### src/dsp_decode_pkg.sv
// Constants, opcode encodings and types for the accumulator-group instruction decoder.
// Assumes a 32-bit classic Wishbone register bus with byte addresses.
package dsp_decode_pkg;

  // Register byte offsets
  localparam logic [7:0] OFS_INSTR = 8'h00;
  localparam logic [7:0] OFS_CTRL = 8'h04;
  localparam logic [7:0] OFS_OPERAND = 8'h08;
  localparam logic [7:0] OFS_STATUS = 8'h0c;
  localparam logic [7:0] OFS_DADDR = 8'h10;
  localparam logic [7:0] OFS_SHIFT_LO = 8'h14;
  localparam logic [7:0] OFS_SHIFT_HI = 8'h18;
  localparam logic [7:0] OFS_AUX_BASE = 8'h20;
  localparam int AUX_SEL_LSB = 2;
  localparam int AUX_BLOCK_LSB = 5;

  // Control register layout
  localparam int CTRL_PAGE_LSB = 0;
  localparam int CTRL_AUXPTR_LSB = 9;
  localparam int CTRL_SIGNEXT_BIT = 12;
  localparam int PAGE_W = 9;
  localparam int AUXPTR_W = 3;

  // Instruction word fields
  localparam int MODE_BIT = 7;
  localparam int OFFSET_W = 7;
  localparam int NEXT_AUXPTR_BIT = 3;
  localparam int MOD_LSB = 4;
  localparam int SHIFT_LSB = 8;

  // Indirect modification codes in bits 6-4
  localparam logic [2:0] MOD_NONE = 3'h0;
  localparam logic [2:0] MOD_DEC = 3'h1;
  localparam logic [2:0] MOD_INC = 3'h2;
  localparam logic [2:0] MOD_REV_DEC = 3'h4;
  localparam logic [2:0] MOD_SUB_IDX = 3'h5;
  localparam logic [2:0] MOD_ADD_IDX = 3'h6;
  localparam logic [2:0] MOD_REV_INC = 3'h7;

  // Opcode encodings
  localparam logic [3:0] NIB_SUM = 4'h0;
  localparam logic [3:0] NIB_MINUS = 4'h1;
  localparam logic [3:0] NIB_LOAD = 4'h2;
  localparam logic [3:0] NIB_LONG = 4'hd;
  localparam logic [4:0] TOP_STORE_HIGH = 5'h0d;
  localparam logic [4:0] TOP_STORE_LOW = 5'h0c;
  localparam logic [7:0] LO_SUM_LONG = 8'h02;
  localparam logic [7:0] LO_MINUS_LONG = 8'h03;
  localparam logic [7:0] LO_CONJ_LONG = 8'h04;
  localparam logic [7:0] HI_SUM_SHORT = 8'hcc;
  localparam logic [7:0] HI_MINUS_SHORT = 8'hcd;
  localparam logic [7:0] HI_LOAD_SHORT = 8'hca;
  localparam logic [7:0] HI_ACC_ONLY = 8'hce;
  localparam logic [7:0] LO_MAGNITUDE = 8'h1b;
  localparam logic [7:0] LO_INVERT = 8'h27;
  localparam logic [7:0] LO_ROTATE_LEFT = 8'h34;
  localparam logic [7:0] LO_SHIFT_LEFT = 8'h18;
  localparam logic [7:0] HI_SUM_CARRY = 8'h43;
  localparam logic [7:0] HI_SUM_HIGH = 8'h48;
  localparam logic [7:0] HI_SUM_ULOW = 8'h49;
  localparam logic [7:0] HI_SUM_TSHIFT = 8'h4a;
  localparam logic [7:0] HI_CONJ = 8'h4e;
  localparam logic [7:0] HI_DISJ = 8'h4d;
  localparam logic [7:0] HI_MINUS_BORROW = 8'h4f;
  localparam logic [7:0] HI_COND_MINUS = 8'h47;
  localparam logic [7:0] HI_MINUS_HIGH = 8'h44;
  localparam logic [7:0] HI_MINUS_ULOW = 8'h45;
  localparam logic [7:0] HI_LOAD_TSHIFT = 8'h42;
  localparam logic [7:0] HI_REPEAT_MEM = 8'h4b;
  localparam logic [7:0] HI_REPEAT_IMM = 8'hcb;

  // Operand timing: addresses at or above this limit are off-chip
  localparam logic [15:0] INTERNAL_LIMIT = 16'h0220;
  localparam logic [1:0] EXT_WAIT_CYCLES = 2'h2;

  typedef enum logic [4:0] {
    OP_NONE, OP_SUM, OP_MINUS, OP_LOAD_ACC, OP_STORE_HIGH, OP_STORE_LOW,
    OP_SUM_LONG, OP_MINUS_LONG, OP_CONJ_LONG, OP_SUM_SHORT, OP_MINUS_SHORT, OP_LOAD_SHORT,
    OP_MAGNITUDE, OP_INVERT, OP_ROTATE_LEFT, OP_SHIFT_LEFT,
    OP_SUM_CARRY, OP_SUM_HIGH, OP_SUM_ULOW, OP_SUM_TSHIFT, OP_CONJ, OP_DISJ,
    OP_MINUS_BORROW, OP_COND_MINUS, OP_MINUS_HIGH, OP_MINUS_ULOW, OP_LOAD_TSHIFT,
    OP_REPEAT_MEM, OP_REPEAT_IMM
  } op_e;

  typedef enum logic [1:0] {ST_IDLE, ST_SECOND, ST_EXEC, ST_WAIT} state_e;

endpackage : dsp_decode_pkg

### src/dsp_accumulator_instruction_decoder.sv
// Fetch, decode and operand addressing for the accumulator instruction group.
// Assumes a classic Wishbone master feeding instruction words and operands; single clock.
//
// Design decisions made here: the Wishbone interface to the registers and the placing of the registers.
`timescale 1ns/1ps

module dsp_accumulator_instruction_decoder (
  input wire logic clk,
  input wire logic rstn,
  input wire logic wbCyc,
  input wire logic wbStb,
  input wire logic wbWe,
  input wire logic [7:0] wbAdr,
  input wire logic [3:0] wbSel,
  input wire logic [31:0] wbDatI,
  output logic [31:0] wbDatO,
  output logic wbAck,
  output logic execValid,
  output dsp_decode_pkg::op_e execOp,
  output logic [15:0] dataAddr,
  output logic dataExternal,
  output logic [31:0] operandShifted,
  output logic [3:0] portNumber,
  output logic [1:0] productShift,
  output logic [1:0] compareMode,
  output logic [2:0] auxSelect,
  output logic [2:0] accShift,
  output logic [3:0] bitCode
);

  typedef struct packed {
    dsp_decode_pkg::state_e st;
    logic ack;
    logic [31:0] rdata;
    logic pfValid;
    logic [15:0] pfWord;
    logic [15:0] cur;
    logic [15:0] imm;
    logic [15:0] operand;
    logic [8:0] page;
    logic [2:0] auxPtr;
    logic signExt;
    logic [7:0][15:0] aux;
    logic [7:0] repCnt;
    logic repActive;
    logic tail;
    logic [1:0] waitCnt;
    logic execValid;
    dsp_decode_pkg::op_e execOp;
    logic [15:0] dataAddr;
    logic dataExternal;
    logic [31:0] shifted;
    logic [3:0] portNum;
    logic [1:0] prodShift;
    logic [1:0] cmpMode;
    logic [2:0] auxSel;
    logic [2:0] accShift;
    logic [3:0] bitCode;
  } state_s;

  state_s q;
  state_s s;
  logic [1:0] rstSync;
  logic rstnInt;

  // Reset is released through two flops so that the state struct leaves reset cleanly
  always_ff @(posedge clk or negedge rstn)
  begin
    if (!rstn)
      rstSync <= 2'h0;
    else
      rstSync <= {rstSync[0], 1'b1};
  end
  assign rstnInt = rstSync[1];

  function automatic dsp_decode_pkg::op_e decodeOp(input logic [15:0] w);
    dsp_decode_pkg::op_e r;
    r = dsp_decode_pkg::OP_NONE;
    case (w[15:12])
      dsp_decode_pkg::NIB_SUM: r = dsp_decode_pkg::OP_SUM;
      dsp_decode_pkg::NIB_MINUS: r = dsp_decode_pkg::OP_MINUS;
      dsp_decode_pkg::NIB_LOAD: r = dsp_decode_pkg::OP_LOAD_ACC;
      dsp_decode_pkg::NIB_LONG:
      begin
        case (w[7:0])
          dsp_decode_pkg::LO_SUM_LONG: r = dsp_decode_pkg::OP_SUM_LONG;
          dsp_decode_pkg::LO_MINUS_LONG: r = dsp_decode_pkg::OP_MINUS_LONG;
          dsp_decode_pkg::LO_CONJ_LONG: r = dsp_decode_pkg::OP_CONJ_LONG;
          default: r = dsp_decode_pkg::OP_NONE;
        endcase
      end
      default:
      begin
        if (w[15:11] == dsp_decode_pkg::TOP_STORE_HIGH)
          r = dsp_decode_pkg::OP_STORE_HIGH;
        else if (w[15:11] == dsp_decode_pkg::TOP_STORE_LOW)
          r = dsp_decode_pkg::OP_STORE_LOW;
        else
        begin
          case (w[15:8])
            dsp_decode_pkg::HI_SUM_SHORT: r = dsp_decode_pkg::OP_SUM_SHORT;
            dsp_decode_pkg::HI_MINUS_SHORT: r = dsp_decode_pkg::OP_MINUS_SHORT;
            dsp_decode_pkg::HI_LOAD_SHORT: r = dsp_decode_pkg::OP_LOAD_SHORT;
            dsp_decode_pkg::HI_ACC_ONLY:
            begin
              case (w[7:0])
                dsp_decode_pkg::LO_MAGNITUDE: r = dsp_decode_pkg::OP_MAGNITUDE;
                dsp_decode_pkg::LO_INVERT: r = dsp_decode_pkg::OP_INVERT;
                dsp_decode_pkg::LO_ROTATE_LEFT: r = dsp_decode_pkg::OP_ROTATE_LEFT;
                dsp_decode_pkg::LO_SHIFT_LEFT: r = dsp_decode_pkg::OP_SHIFT_LEFT;
                default: r = dsp_decode_pkg::OP_NONE;
              endcase
            end
            dsp_decode_pkg::HI_SUM_CARRY: r = dsp_decode_pkg::OP_SUM_CARRY;
            dsp_decode_pkg::HI_SUM_HIGH: r = dsp_decode_pkg::OP_SUM_HIGH;
            dsp_decode_pkg::HI_SUM_ULOW: r = dsp_decode_pkg::OP_SUM_ULOW;
            dsp_decode_pkg::HI_SUM_TSHIFT: r = dsp_decode_pkg::OP_SUM_TSHIFT;
            dsp_decode_pkg::HI_CONJ: r = dsp_decode_pkg::OP_CONJ;
            dsp_decode_pkg::HI_DISJ: r = dsp_decode_pkg::OP_DISJ;
            dsp_decode_pkg::HI_MINUS_BORROW: r = dsp_decode_pkg::OP_MINUS_BORROW;
            dsp_decode_pkg::HI_COND_MINUS: r = dsp_decode_pkg::OP_COND_MINUS;
            dsp_decode_pkg::HI_MINUS_HIGH: r = dsp_decode_pkg::OP_MINUS_HIGH;
            dsp_decode_pkg::HI_MINUS_ULOW: r = dsp_decode_pkg::OP_MINUS_ULOW;
            dsp_decode_pkg::HI_LOAD_TSHIFT: r = dsp_decode_pkg::OP_LOAD_TSHIFT;
            dsp_decode_pkg::HI_REPEAT_MEM: r = dsp_decode_pkg::OP_REPEAT_MEM;
            dsp_decode_pkg::HI_REPEAT_IMM: r = dsp_decode_pkg::OP_REPEAT_IMM;
            default: r = dsp_decode_pkg::OP_NONE;
          endcase
        end
      end
    endcase
    return r;
  endfunction : decodeOp

  function automatic logic usesMemory(input dsp_decode_pkg::op_e op);
    logic r;
    case (op)
      dsp_decode_pkg::OP_NONE, dsp_decode_pkg::OP_SUM_LONG, dsp_decode_pkg::OP_MINUS_LONG,
      dsp_decode_pkg::OP_CONJ_LONG, dsp_decode_pkg::OP_SUM_SHORT, dsp_decode_pkg::OP_MINUS_SHORT,
      dsp_decode_pkg::OP_LOAD_SHORT, dsp_decode_pkg::OP_MAGNITUDE, dsp_decode_pkg::OP_INVERT,
      dsp_decode_pkg::OP_ROTATE_LEFT, dsp_decode_pkg::OP_SHIFT_LEFT, dsp_decode_pkg::OP_REPEAT_IMM: r = 1'b0;
      default: r = 1'b1;
    endcase
    return r;
  endfunction : usesMemory

  function automatic logic isLong(input dsp_decode_pkg::op_e op);
    return (op == dsp_decode_pkg::OP_SUM_LONG) || (op == dsp_decode_pkg::OP_MINUS_LONG) ||
           (op == dsp_decode_pkg::OP_CONJ_LONG);
  endfunction : isLong

  function automatic logic [15:0] bitRev(input logic [15:0] v);
    logic [15:0] r;
    r = 16'h0000;
    for (int i = 0; i < 16; i++)
      r[i] = v[15 - i];
    return r;
  endfunction : bitRev

  // Bit-reversed steps: reverse, add or subtract, reverse back, so the carry or borrow runs from MSB downward
  function automatic logic [15:0] nextAux(input logic [15:0] base, input logic [15:0] idx, input logic [2:0] m);
    logic [15:0] r;
    case (m)
      dsp_decode_pkg::MOD_DEC: r = base - 16'h0001;
      dsp_decode_pkg::MOD_INC: r = base + 16'h0001;
      dsp_decode_pkg::MOD_SUB_IDX: r = base - idx;
      dsp_decode_pkg::MOD_ADD_IDX: r = base + idx;
      dsp_decode_pkg::MOD_REV_INC: r = bitRev(bitRev(base) + bitRev(idx));
      dsp_decode_pkg::MOD_REV_DEC: r = bitRev(bitRev(base) - bitRev(idx));
      default: r = base;
    endcase
    return r;
  endfunction : nextAux

  // Low bits always zero-filled; high bits follow the sign-extension mode
  function automatic logic [31:0] shiftOperand(input logic [15:0] v, input logic [3:0] sh, input logic sx);
    logic [31:0] ext;
    ext = sx ? {{16{v[15]}}, v} : {16'h0000, v};
    return ext << sh;
  endfunction : shiftOperand

  function automatic logic [31:0] laneWrite(input logic [31:0] old, input logic [31:0] nw, input logic [3:0] sel);
    logic [31:0] r;
    for (int b = 0; b < 4; b++)
      r[b * 8 +: 8] = sel[b] ? nw[b * 8 +: 8] : old[b * 8 +: 8];
    return r;
  endfunction : laneWrite

  dsp_decode_pkg::op_e curOp;
  dsp_decode_pkg::op_e pfOp;
  assign curOp = decodeOp(q.cur);
  assign pfOp = decodeOp(q.pfWord);

  always_comb
  begin
    logic req;
    logic doFinish;
    logic [15:0] addr;
    logic [15:0] src;
    logic [3:0] sh;
    logic [31:0] ctrlWord;
    logic [31:0] wv;
    logic mem;
    req = 1'b0;
    doFinish = 1'b0;
    addr = 16'h0000;
    src = 16'h0000;
    sh = 4'h0;
    ctrlWord = 32'h0000_0000;
    wv = 32'h0000_0000;
    mem = 1'b0;
    s = q;
    s.ack = 1'b0;
    s.execValid = 1'b0;

    case (q.st)
      dsp_decode_pkg::ST_IDLE:
      begin
        if (q.pfValid)
        begin
          s.cur = q.pfWord;
          s.pfValid = 1'b0;
          s.st = isLong(pfOp) ? dsp_decode_pkg::ST_SECOND : dsp_decode_pkg::ST_EXEC;
        end
      end
      dsp_decode_pkg::ST_SECOND:
      begin
        if (q.pfValid)
        begin
          s.imm = q.pfWord;
          s.pfValid = 1'b0;
          s.st = dsp_decode_pkg::ST_EXEC;
        end
      end
      dsp_decode_pkg::ST_EXEC:
      begin
        mem = usesMemory(curOp);
        // The register is read before its modification is written back
        addr = q.cur[dsp_decode_pkg::MODE_BIT] ? q.aux[q.auxPtr]
          : {q.page, q.cur[dsp_decode_pkg::OFFSET_W-1:0]};
        if (mem && q.cur[dsp_decode_pkg::MODE_BIT])
        begin
          s.aux[q.auxPtr] = nextAux(q.aux[q.auxPtr], q.aux[0], q.cur[dsp_decode_pkg::MOD_LSB +: 3]);
          if (q.cur[dsp_decode_pkg::NEXT_AUXPTR_BIT])
            s.auxPtr = q.cur[dsp_decode_pkg::AUXPTR_W-1:0];
        end
        case (curOp)
          dsp_decode_pkg::OP_SUM, dsp_decode_pkg::OP_MINUS, dsp_decode_pkg::OP_LOAD_ACC:
          begin
            src = q.operand;
            sh = q.cur[dsp_decode_pkg::SHIFT_LSB +: 4];
          end
          dsp_decode_pkg::OP_SUM_LONG, dsp_decode_pkg::OP_MINUS_LONG, dsp_decode_pkg::OP_CONJ_LONG:
          begin
            src = q.imm;
            sh = q.cur[dsp_decode_pkg::SHIFT_LSB +: 4];
          end
          dsp_decode_pkg::OP_SUM_SHORT, dsp_decode_pkg::OP_MINUS_SHORT, dsp_decode_pkg::OP_LOAD_SHORT:
            src = {8'h00, q.cur[7:0]};
          default: src = q.operand;
        endcase
        if (curOp == dsp_decode_pkg::OP_REPEAT_IMM)
          s.repCnt = q.cur[7:0];
        else if (curOp == dsp_decode_pkg::OP_REPEAT_MEM)
          s.repCnt = q.operand[7:0];
        s.execValid = 1'b1;
        s.execOp = curOp;
        s.dataAddr = mem ? addr : 16'h0000;
        s.dataExternal = mem && (addr >= dsp_decode_pkg::INTERNAL_LIMIT);
        s.shifted = shiftOperand(src, sh, q.signExt && !q.cur[dsp_decode_pkg::MODE_BIT + 8]);
        s.portNum = q.cur[dsp_decode_pkg::SHIFT_LSB +: 4];
        s.prodShift = q.cur[1:0];
        s.cmpMode = q.cur[1:0];
        s.auxSel = q.cur[dsp_decode_pkg::SHIFT_LSB +: 3];
        s.accShift = q.cur[dsp_decode_pkg::SHIFT_LSB +: 3];
        s.bitCode = q.cur[dsp_decode_pkg::SHIFT_LSB +: 4];
        // Later repetitions reuse the fetched operand path and skip the off-chip wait
        if (mem && (addr >= dsp_decode_pkg::INTERNAL_LIMIT) && !q.tail)
        begin
          s.st = dsp_decode_pkg::ST_WAIT;
          s.waitCnt = dsp_decode_pkg::EXT_WAIT_CYCLES - 2'h1;
        end
        else
          doFinish = 1'b1;
      end
      dsp_decode_pkg::ST_WAIT:
      begin
        if (q.waitCnt == 2'h0)
          doFinish = 1'b1;
        else
          s.waitCnt = q.waitCnt - 2'h1;
      end
      default: s.st = dsp_decode_pkg::ST_IDLE;
    endcase

    if (doFinish)
    begin
      if (q.repActive && (q.repCnt != 8'h00))
      begin
        s.repCnt = q.repCnt - 8'h01;
        s.tail = 1'b1;
        s.st = dsp_decode_pkg::ST_EXEC;
      end
      else
      begin
        s.tail = 1'b0;
        s.repActive = (curOp == dsp_decode_pkg::OP_REPEAT_IMM) || (curOp == dsp_decode_pkg::OP_REPEAT_MEM);
        s.st = dsp_decode_pkg::ST_IDLE;
      end
    end

    // Register bus: one ack per request; a full prefetch slot holds the instruction write off
    req = wbCyc && wbStb && !q.ack;
    ctrlWord = 32'h0000_0000;
    ctrlWord[dsp_decode_pkg::CTRL_PAGE_LSB +: dsp_decode_pkg::PAGE_W] = q.page;
    ctrlWord[dsp_decode_pkg::CTRL_AUXPTR_LSB +: dsp_decode_pkg::AUXPTR_W] = q.auxPtr;
    ctrlWord[dsp_decode_pkg::CTRL_SIGNEXT_BIT] = q.signExt;
    if (req)
    begin
      s.ack = 1'b1;
      s.rdata = 32'h0000_0000;
      if (wbAdr[7:dsp_decode_pkg::AUX_BLOCK_LSB] == dsp_decode_pkg::OFS_AUX_BASE[7:dsp_decode_pkg::AUX_BLOCK_LSB])
      begin
        s.rdata = {16'h0000, s.aux[wbAdr[dsp_decode_pkg::AUX_SEL_LSB +: 3]]};
        if (wbWe)
        begin
          wv = laneWrite(s.rdata, wbDatI, wbSel);
          s.aux[wbAdr[dsp_decode_pkg::AUX_SEL_LSB +: 3]] = wv[15:0];
        end
      end
      else
      begin
        case (wbAdr)
          dsp_decode_pkg::OFS_INSTR:
          begin
            s.rdata = {16'h0000, q.cur};
            if (wbWe && q.pfValid)
              s.ack = 1'b0;
            else if (wbWe)
            begin
              wv = laneWrite({16'h0000, q.pfWord}, wbDatI, wbSel);
              s.pfWord = wv[15:0];
              s.pfValid = 1'b1;
            end
          end
          dsp_decode_pkg::OFS_CTRL:
          begin
            s.rdata = ctrlWord;
            if (wbWe)
            begin
              wv = laneWrite(ctrlWord, wbDatI, wbSel);
              s.page = wv[dsp_decode_pkg::CTRL_PAGE_LSB +: dsp_decode_pkg::PAGE_W];
              s.auxPtr = wv[dsp_decode_pkg::CTRL_AUXPTR_LSB +: dsp_decode_pkg::AUXPTR_W];
              s.signExt = wv[dsp_decode_pkg::CTRL_SIGNEXT_BIT];
            end
          end
          dsp_decode_pkg::OFS_OPERAND:
          begin
            s.rdata = {16'h0000, q.operand};
            if (wbWe)
            begin
              wv = laneWrite({16'h0000, q.operand}, wbDatI, wbSel);
              s.operand = wv[15:0];
            end
          end
          dsp_decode_pkg::OFS_STATUS:
            s.rdata = {16'h0000, 2'(q.st), q.pfValid, q.repActive, q.tail, 3'h0, q.repCnt};
          dsp_decode_pkg::OFS_DADDR: s.rdata = {15'h0000, q.dataExternal, q.dataAddr};
          dsp_decode_pkg::OFS_SHIFT_LO: s.rdata = {16'h0000, q.shifted[15:0]};
          dsp_decode_pkg::OFS_SHIFT_HI: s.rdata = {16'h0000, q.shifted[31:16]};
          default: s.rdata = 32'h0000_0000;
        endcase
      end
    end
  end

  always_ff @(posedge clk or negedge rstnInt)
  begin
    if (!rstnInt)
      q <= '0;
    else
      q <= s;
  end

  assign wbDatO = q.rdata;
  assign wbAck = q.ack;
  assign execValid = q.execValid;
  assign execOp = q.execOp;
  assign dataAddr = q.dataAddr;
  assign dataExternal = q.dataExternal;
  assign operandShifted = q.shifted;
  assign portNumber = q.portNum;
  assign productShift = q.prodShift;
  assign compareMode = q.cmpMode;
  assign auxSelect = q.auxSel;
  assign accShift = q.accShift;
  assign bitCode = q.bitCode;

endmodule : dsp_accumulator_instruction_decoder

### config.mk
export PLATFORM = sky130hd
export DESIGN_NAME = dsp_accumulator_instruction_decoder
export DESIGN_NICKNAME = d
export VERILOG_FILES = /design/src/dsp_decode_pkg.sv /design/src/dsp_accumulator_instruction_decoder.sv
export SDC_FILE = /design/constraint.sdc
export NUM_CORES = 1
export LEC_CHECK = 0
export BUFFER_PORTS_ARGS = -buffer_cell sky130_fd_sc_hd__buf_2
export CORE_MARGIN = 1.5
export CORE_UTILIZATION = 50
export DETAILED_ROUTE_END_ITERATION = 10
export PLACE_DENSITY = 0.71
export SYNTH_ARGS = -nofsm -noshare
export SYNTH_HDL_FRONTEND = slang
export SYNTH_SLANG_ARGS = --single-unit
### constraint.sdc
create_clock -name clk -period 19.75 [get_ports clk]
set_clock_uncertainty 0.15 [all_clocks]
set_input_delay 2.9625 -clock clk [delete_from_list [all_inputs] [get_ports clk]]
set_output_delay 2.9625 -clock clk [all_outputs]
set_load 0.05 [all_outputs]
Word level (Yosys, flattened, before mapping):

Memories as Yosys holds them, arrays and structs flattened.
Index checks and enable logic that the tools add are counted.

* register bits after elaboration: 319
* logic and storage cells: 266
* output and inout bits: 106
* memories kept: 1
* bits in read-only memories: 32

* magnitude comparators: 5
* reductions and logical operators: 39
* bitwise operators: 3
* shift operators: 1
* equal/unequal tests: 94
* add/sub/neg operators: 8
* muxes and demuxes: 80

Memories
* (name not given): depth 32, bits a word 1, rd ports 1, clocked after Yosys merged registers in 0, wr ports 0, line dsp_accumulator_instruction_decoder.sv:137 `case (op)`

Operator list (count)
* 128-bit 2-to-1 mux: 3
* 128-bit bitwise mux: 2
* 8-bit by 7-bit == test with 1-bit output (second input constant): 24
* 5-bit case mux with 17 select lines: 2
* 16-bit 2-to-1 mux: 9
* 136-bit 2-to-1 mux: 1
* 132-bit 2-to-1 mux: 1
* 17-bit case mux with 7 select lines: 1
* 16-bit binary-select mux with 3-bit select: 2
* 16-bit demux with 3-bit select: 2
* 16-bit case mux with 6 select lines: 1
* 17-bit 2-to-1 mux: 5
* 8-bit == test (second input constant): 10
* 73-bit 2-to-1 mux: 1
* 8-bit by 5-bit == test with 1-bit output (second input constant): 7
* 8-bit 2-to-1 mux: 7
* 50-bit 2-to-1 mux: 1
* 5-bit by 4-bit == test with 1-bit output (second input constant): 9
* 5-bit case mux with 4 select lines: 2
* 16-bit adder: 2
* 8-bit by 2-bit == test with 1-bit output (second input constant): 4
* 8-bit by 6-bit == test with 1-bit output (second input constant): 4
* 32-bit 2-to-1 mux: 1
* 16-bit case mux with 2 select lines: 1
* other kinds (55): 128

Logic depth before layout (Yosys ltp):

An unclocked memory read counts as a cell.

* depth in word-level cells: 21
* gate-level depth with buffers: 24
* gate-level depth less buffers: 21

Worst setup path before layout:

OpenSTA, ideal clock, no wires.

* kind: register to register
* from: reg q[214] (netlist bit)
* to: reg q[113] (netlist bit)
* required time: 19.515 ns
* path slack: 14.297 ns
* stages on the path, launching flop included: 24
* arrival: 5.217 ns
* buffers on the path: 4
* setup time: 0.085 ns
* period minus slack after synthesis: 5.453 ns
* path through: dfrtp_1 -> clkbuf_1 -> buf_1 -> buf_2 -> buf_2 -> mux2i_1 -> nor2b_1 -> a21oi_1 -> o21ai_0 -> ha_1 -> inv_1 -> fa_1 -> nor2b_1 -> o21ai_0 -> a211oi_1 -> nor3_1 -> o21bai_1 -> xnor2_1 -> o221ai_1 -> mux2i_1 -> mux4_2 -> a31o_1 -> or3_1 -> o21ai_0

RTL lines
* start, declared: line dsp_accumulator_instruction_decoder.sv:61 `state_s q;`
* start signal, assigned: line dsp_accumulator_instruction_decoder.sv:382 `q <= s;`

==> results.toml <==
[global_route]
antenna_found_initial = 5
grt_pass1_wl_um = 127300
grt_pass1_vias = 19990
grt_usage = 0.3640
overflow = 0
grt_max_degree = 157

[run]
drv_cap = 0

[synth]
async_flop_share = 1.000
yosys_most_used_dff = "dfrtp_1"
syn_avg_cell_area_sq_um = 9.112
syn_inst = 2450
ys_ff_latch = 301
synth-edff-count = 0
yosysWarnings = 0
netlist_area_sq_um = 22330
synth_cell_types = 95
synth-seq-area-share = 0.3374

[routing]
drtAntennaViolNets = 0
drt_iter0_drc = 3115
drcViolationCount = 0
vias_per_cell = 6.971
wirelength_um = 85530
vias = 21000
first_pass_iters = 7
wl_per_cell_um = 28.39

[finish]
fin_nets = 2506
fill_cells = 4054
most-common-layout-cells = "dfrtp_1 (299), mux2i_1 (200), nor2_1 (198)"
areaGrowthSynthToFinish_pct = 6.725
stdcell_area_sq_um = 23830
final_common_cell = "dfrtp_1"
layout-drive-gt1-share = 0.1781

[setup_path]
cp_slowest_cell = "o221ai_1"
path_delay_family = "compound AO/OA/AOI/OAI gates"
worstPathRequired_ns = 20.07
endpoint_kind = "flop"
critical_path_class = "flop to flop"
crit_path_cell_trace = "buf_4, nor2b_1, a22oi_1, o221ai_1, ha_1, or2_2, a221oi_1, o211ai_1, a41oi_1, xnor2_1, a211o_1, inv_1, o311a_1, a2111oi_0, o21ai_1, o21ai_2, mux2_2"
cpPeakStageDelay_ns = 0.96
start_kind = "flop"
worst-path-buf-inv = 2
cp_max_fo = 39
cp.arrival_ns = 8.61

[power]
swShare = 0.2931
powerDensity_nw_per_um2 = 66.53
switchingPower_w = 0.0004647
seqPwrFrac = 0.413
intPower_w = 0.001120
peakVddDrop_uv = 70.67
p_leak_nw = 9.807
combPwrFrac = 0.153
power.clock.fraction = 0.434

[floorplan]
rows = 77
die_w_um = 214.3
start_util = 0.5060
core_sq_um = 44120
dieArea_sq_um = 45930
die_y_um = 214.3
io_pins = 155

[clock_tree]
clock-sinks = 301
insertion_delay_ns = 0.55
cts_buffer_depth = 3
ctsResizeCount = 0
cts-root-buf = "clkbuf_16"
postCtsSetupBuffers = 0
tritoncts = "yes"
numCtsBuffers = 35
path_clk_slew_ns = 0.06
holdBufCountCts = 0
htreeDepth = 2

[sta]
final.setup.tns_ns = 0
fin_ws_ns = 11.46
max_slew.worst_pin.slew_ns = 1.223
final_max_slew_viol_count = 0
maxSlewHeadroom = 0.1847
fmax_mhz = 120.7
min_period_over_period = 0.4196
timing.final.hold_violations = 0
finalSetupViolCount = 0
period_needed_ns = 8.287
rsz0062_at_grt = "false"

[place]
post_dp_cell_area_sq_um = 22640
io_buffers = 121
dp_hpwl_um = 60370
dp_slack_ns = 12.02
place_congestion = 1.005

[hold_path]
min_path_type = "flop to flop"

[outcome]
status = "finished clean"
==> worst paths after layout <==
kind	start	endpoint	slack [ns]	cells after the start
min in group asynchronous	rstSync[1]	wbDatO[5]	0.31	0
min	rstSync[0]	rstSync[1]	0.20	0
max in group asynchronous	rstSync[1]	q[96]	16.72	2
min reg2reg	rstSync[0]	rstSync[1]	0.20	0
max	q[214]	q[120]	11.46	17
max reg2reg	q[214]	q[120]	11.46	17
==> state kept, by name, summed over array words and instances (netlist names) <==
name,count
q,220
operandShifted,32
bitCode,2
accShift,2
rstSync,2
dataExternal,1
execValid,1
wbAck,1
wbDatO,17
compareMode,2
execOp,5
dataAddr,16
==> area by class of cell <==
class                           instances  area [sq um]  area share
Timing Repair Buffer                  161         918.4     0.03854
Clock inverter                         15         231.5    0.009715
Tap cell                              592         740.7     0.03109
Inverter                               71         266.5     0.01119
Multi-Input combinational cell       1827         13180      0.5530
Antenna cell                            1         2.502   0.0001050
Clock buffer                           45         953.4     0.04001
Sequential cell                       301          7537      0.3163
==> per-layer routing <==
layer | GRT usage | share of wire
met1 | 0.4555 | 0.36
met2 | 0.5415 | 0.43
met3 | 0.1024 | 0.12
met4 | 0.2589 | 0.085
met5 | 0 | 0.00069
==> power by group through the flow <==
stage	Combinational (W)	Sequential, W	Clock [W]
3_3_place_gp	0.000229	0.000664	0
6_report	0.000243	0.000654	0.000688
5_1_grt	0.000257	0.000656	0.000715
3_5_place_dp	0.000233	0.000665	0
4_1_cts	0.000234	0.000654	0.000686
2_1_floorplan	0.000169	0.000664	0
==> kinds of logic (layout without fill, tap and decap cells) <==
group / Yosys count / in the layout / share of synthesized area
adders and majority gates: 60 / 60 / 0.03464
AOI/OAI and AO/OA: 719 / 719 / 0.2211
xor gates and xnor gates: 24 / 24 / 0.009416
muxes: 369 / 369 / 0.1835
buffers and inverters: 336 / 292 / 0.07628
other: 2 / 17 / 0.0003364
DFF: 301 / 301 / 0.3374
and+or+nand+nor: 639 / 639 / 0.1374
==> through the flow <==
step / util / hold WS (ns) / total power, W / cells
finish: 0.5400 / 0.1990 / 0.001585 / 3013
global route: 0.5399 / 0.1996 / 0.001628 / 3012
CTS: 0.5399 / 0.1986 / 0.001574 / 3012
detailed placement: 0.5131 / 0.1858 / 0.0008976 / 2952
global placement: 0.5131 / 0.1873 / 0.0008923 / 2952
floorplan: - / 0.1812 / 0.0008335 / 2464
==> cells in the mapped netlist (45+ instances only) <==
cell type	instances	share of area
buf_4	107	0.036
a21oi_1	147	0.033
dfrtp_1	301	0.34
inv_1	69	0.012
clkbuf_1	127	0.021
a22oi_1	72	0.024
mux2_2	151	0.076
ha_1	57	0.032
nand2_1	192	0.032
nand3_1	45	0.010
nor2_1	200	0.034
mux2i_1	200	0.090
o21ai_0	111	0.025
No activity file was read; power rests on OpenSTA's default activity.
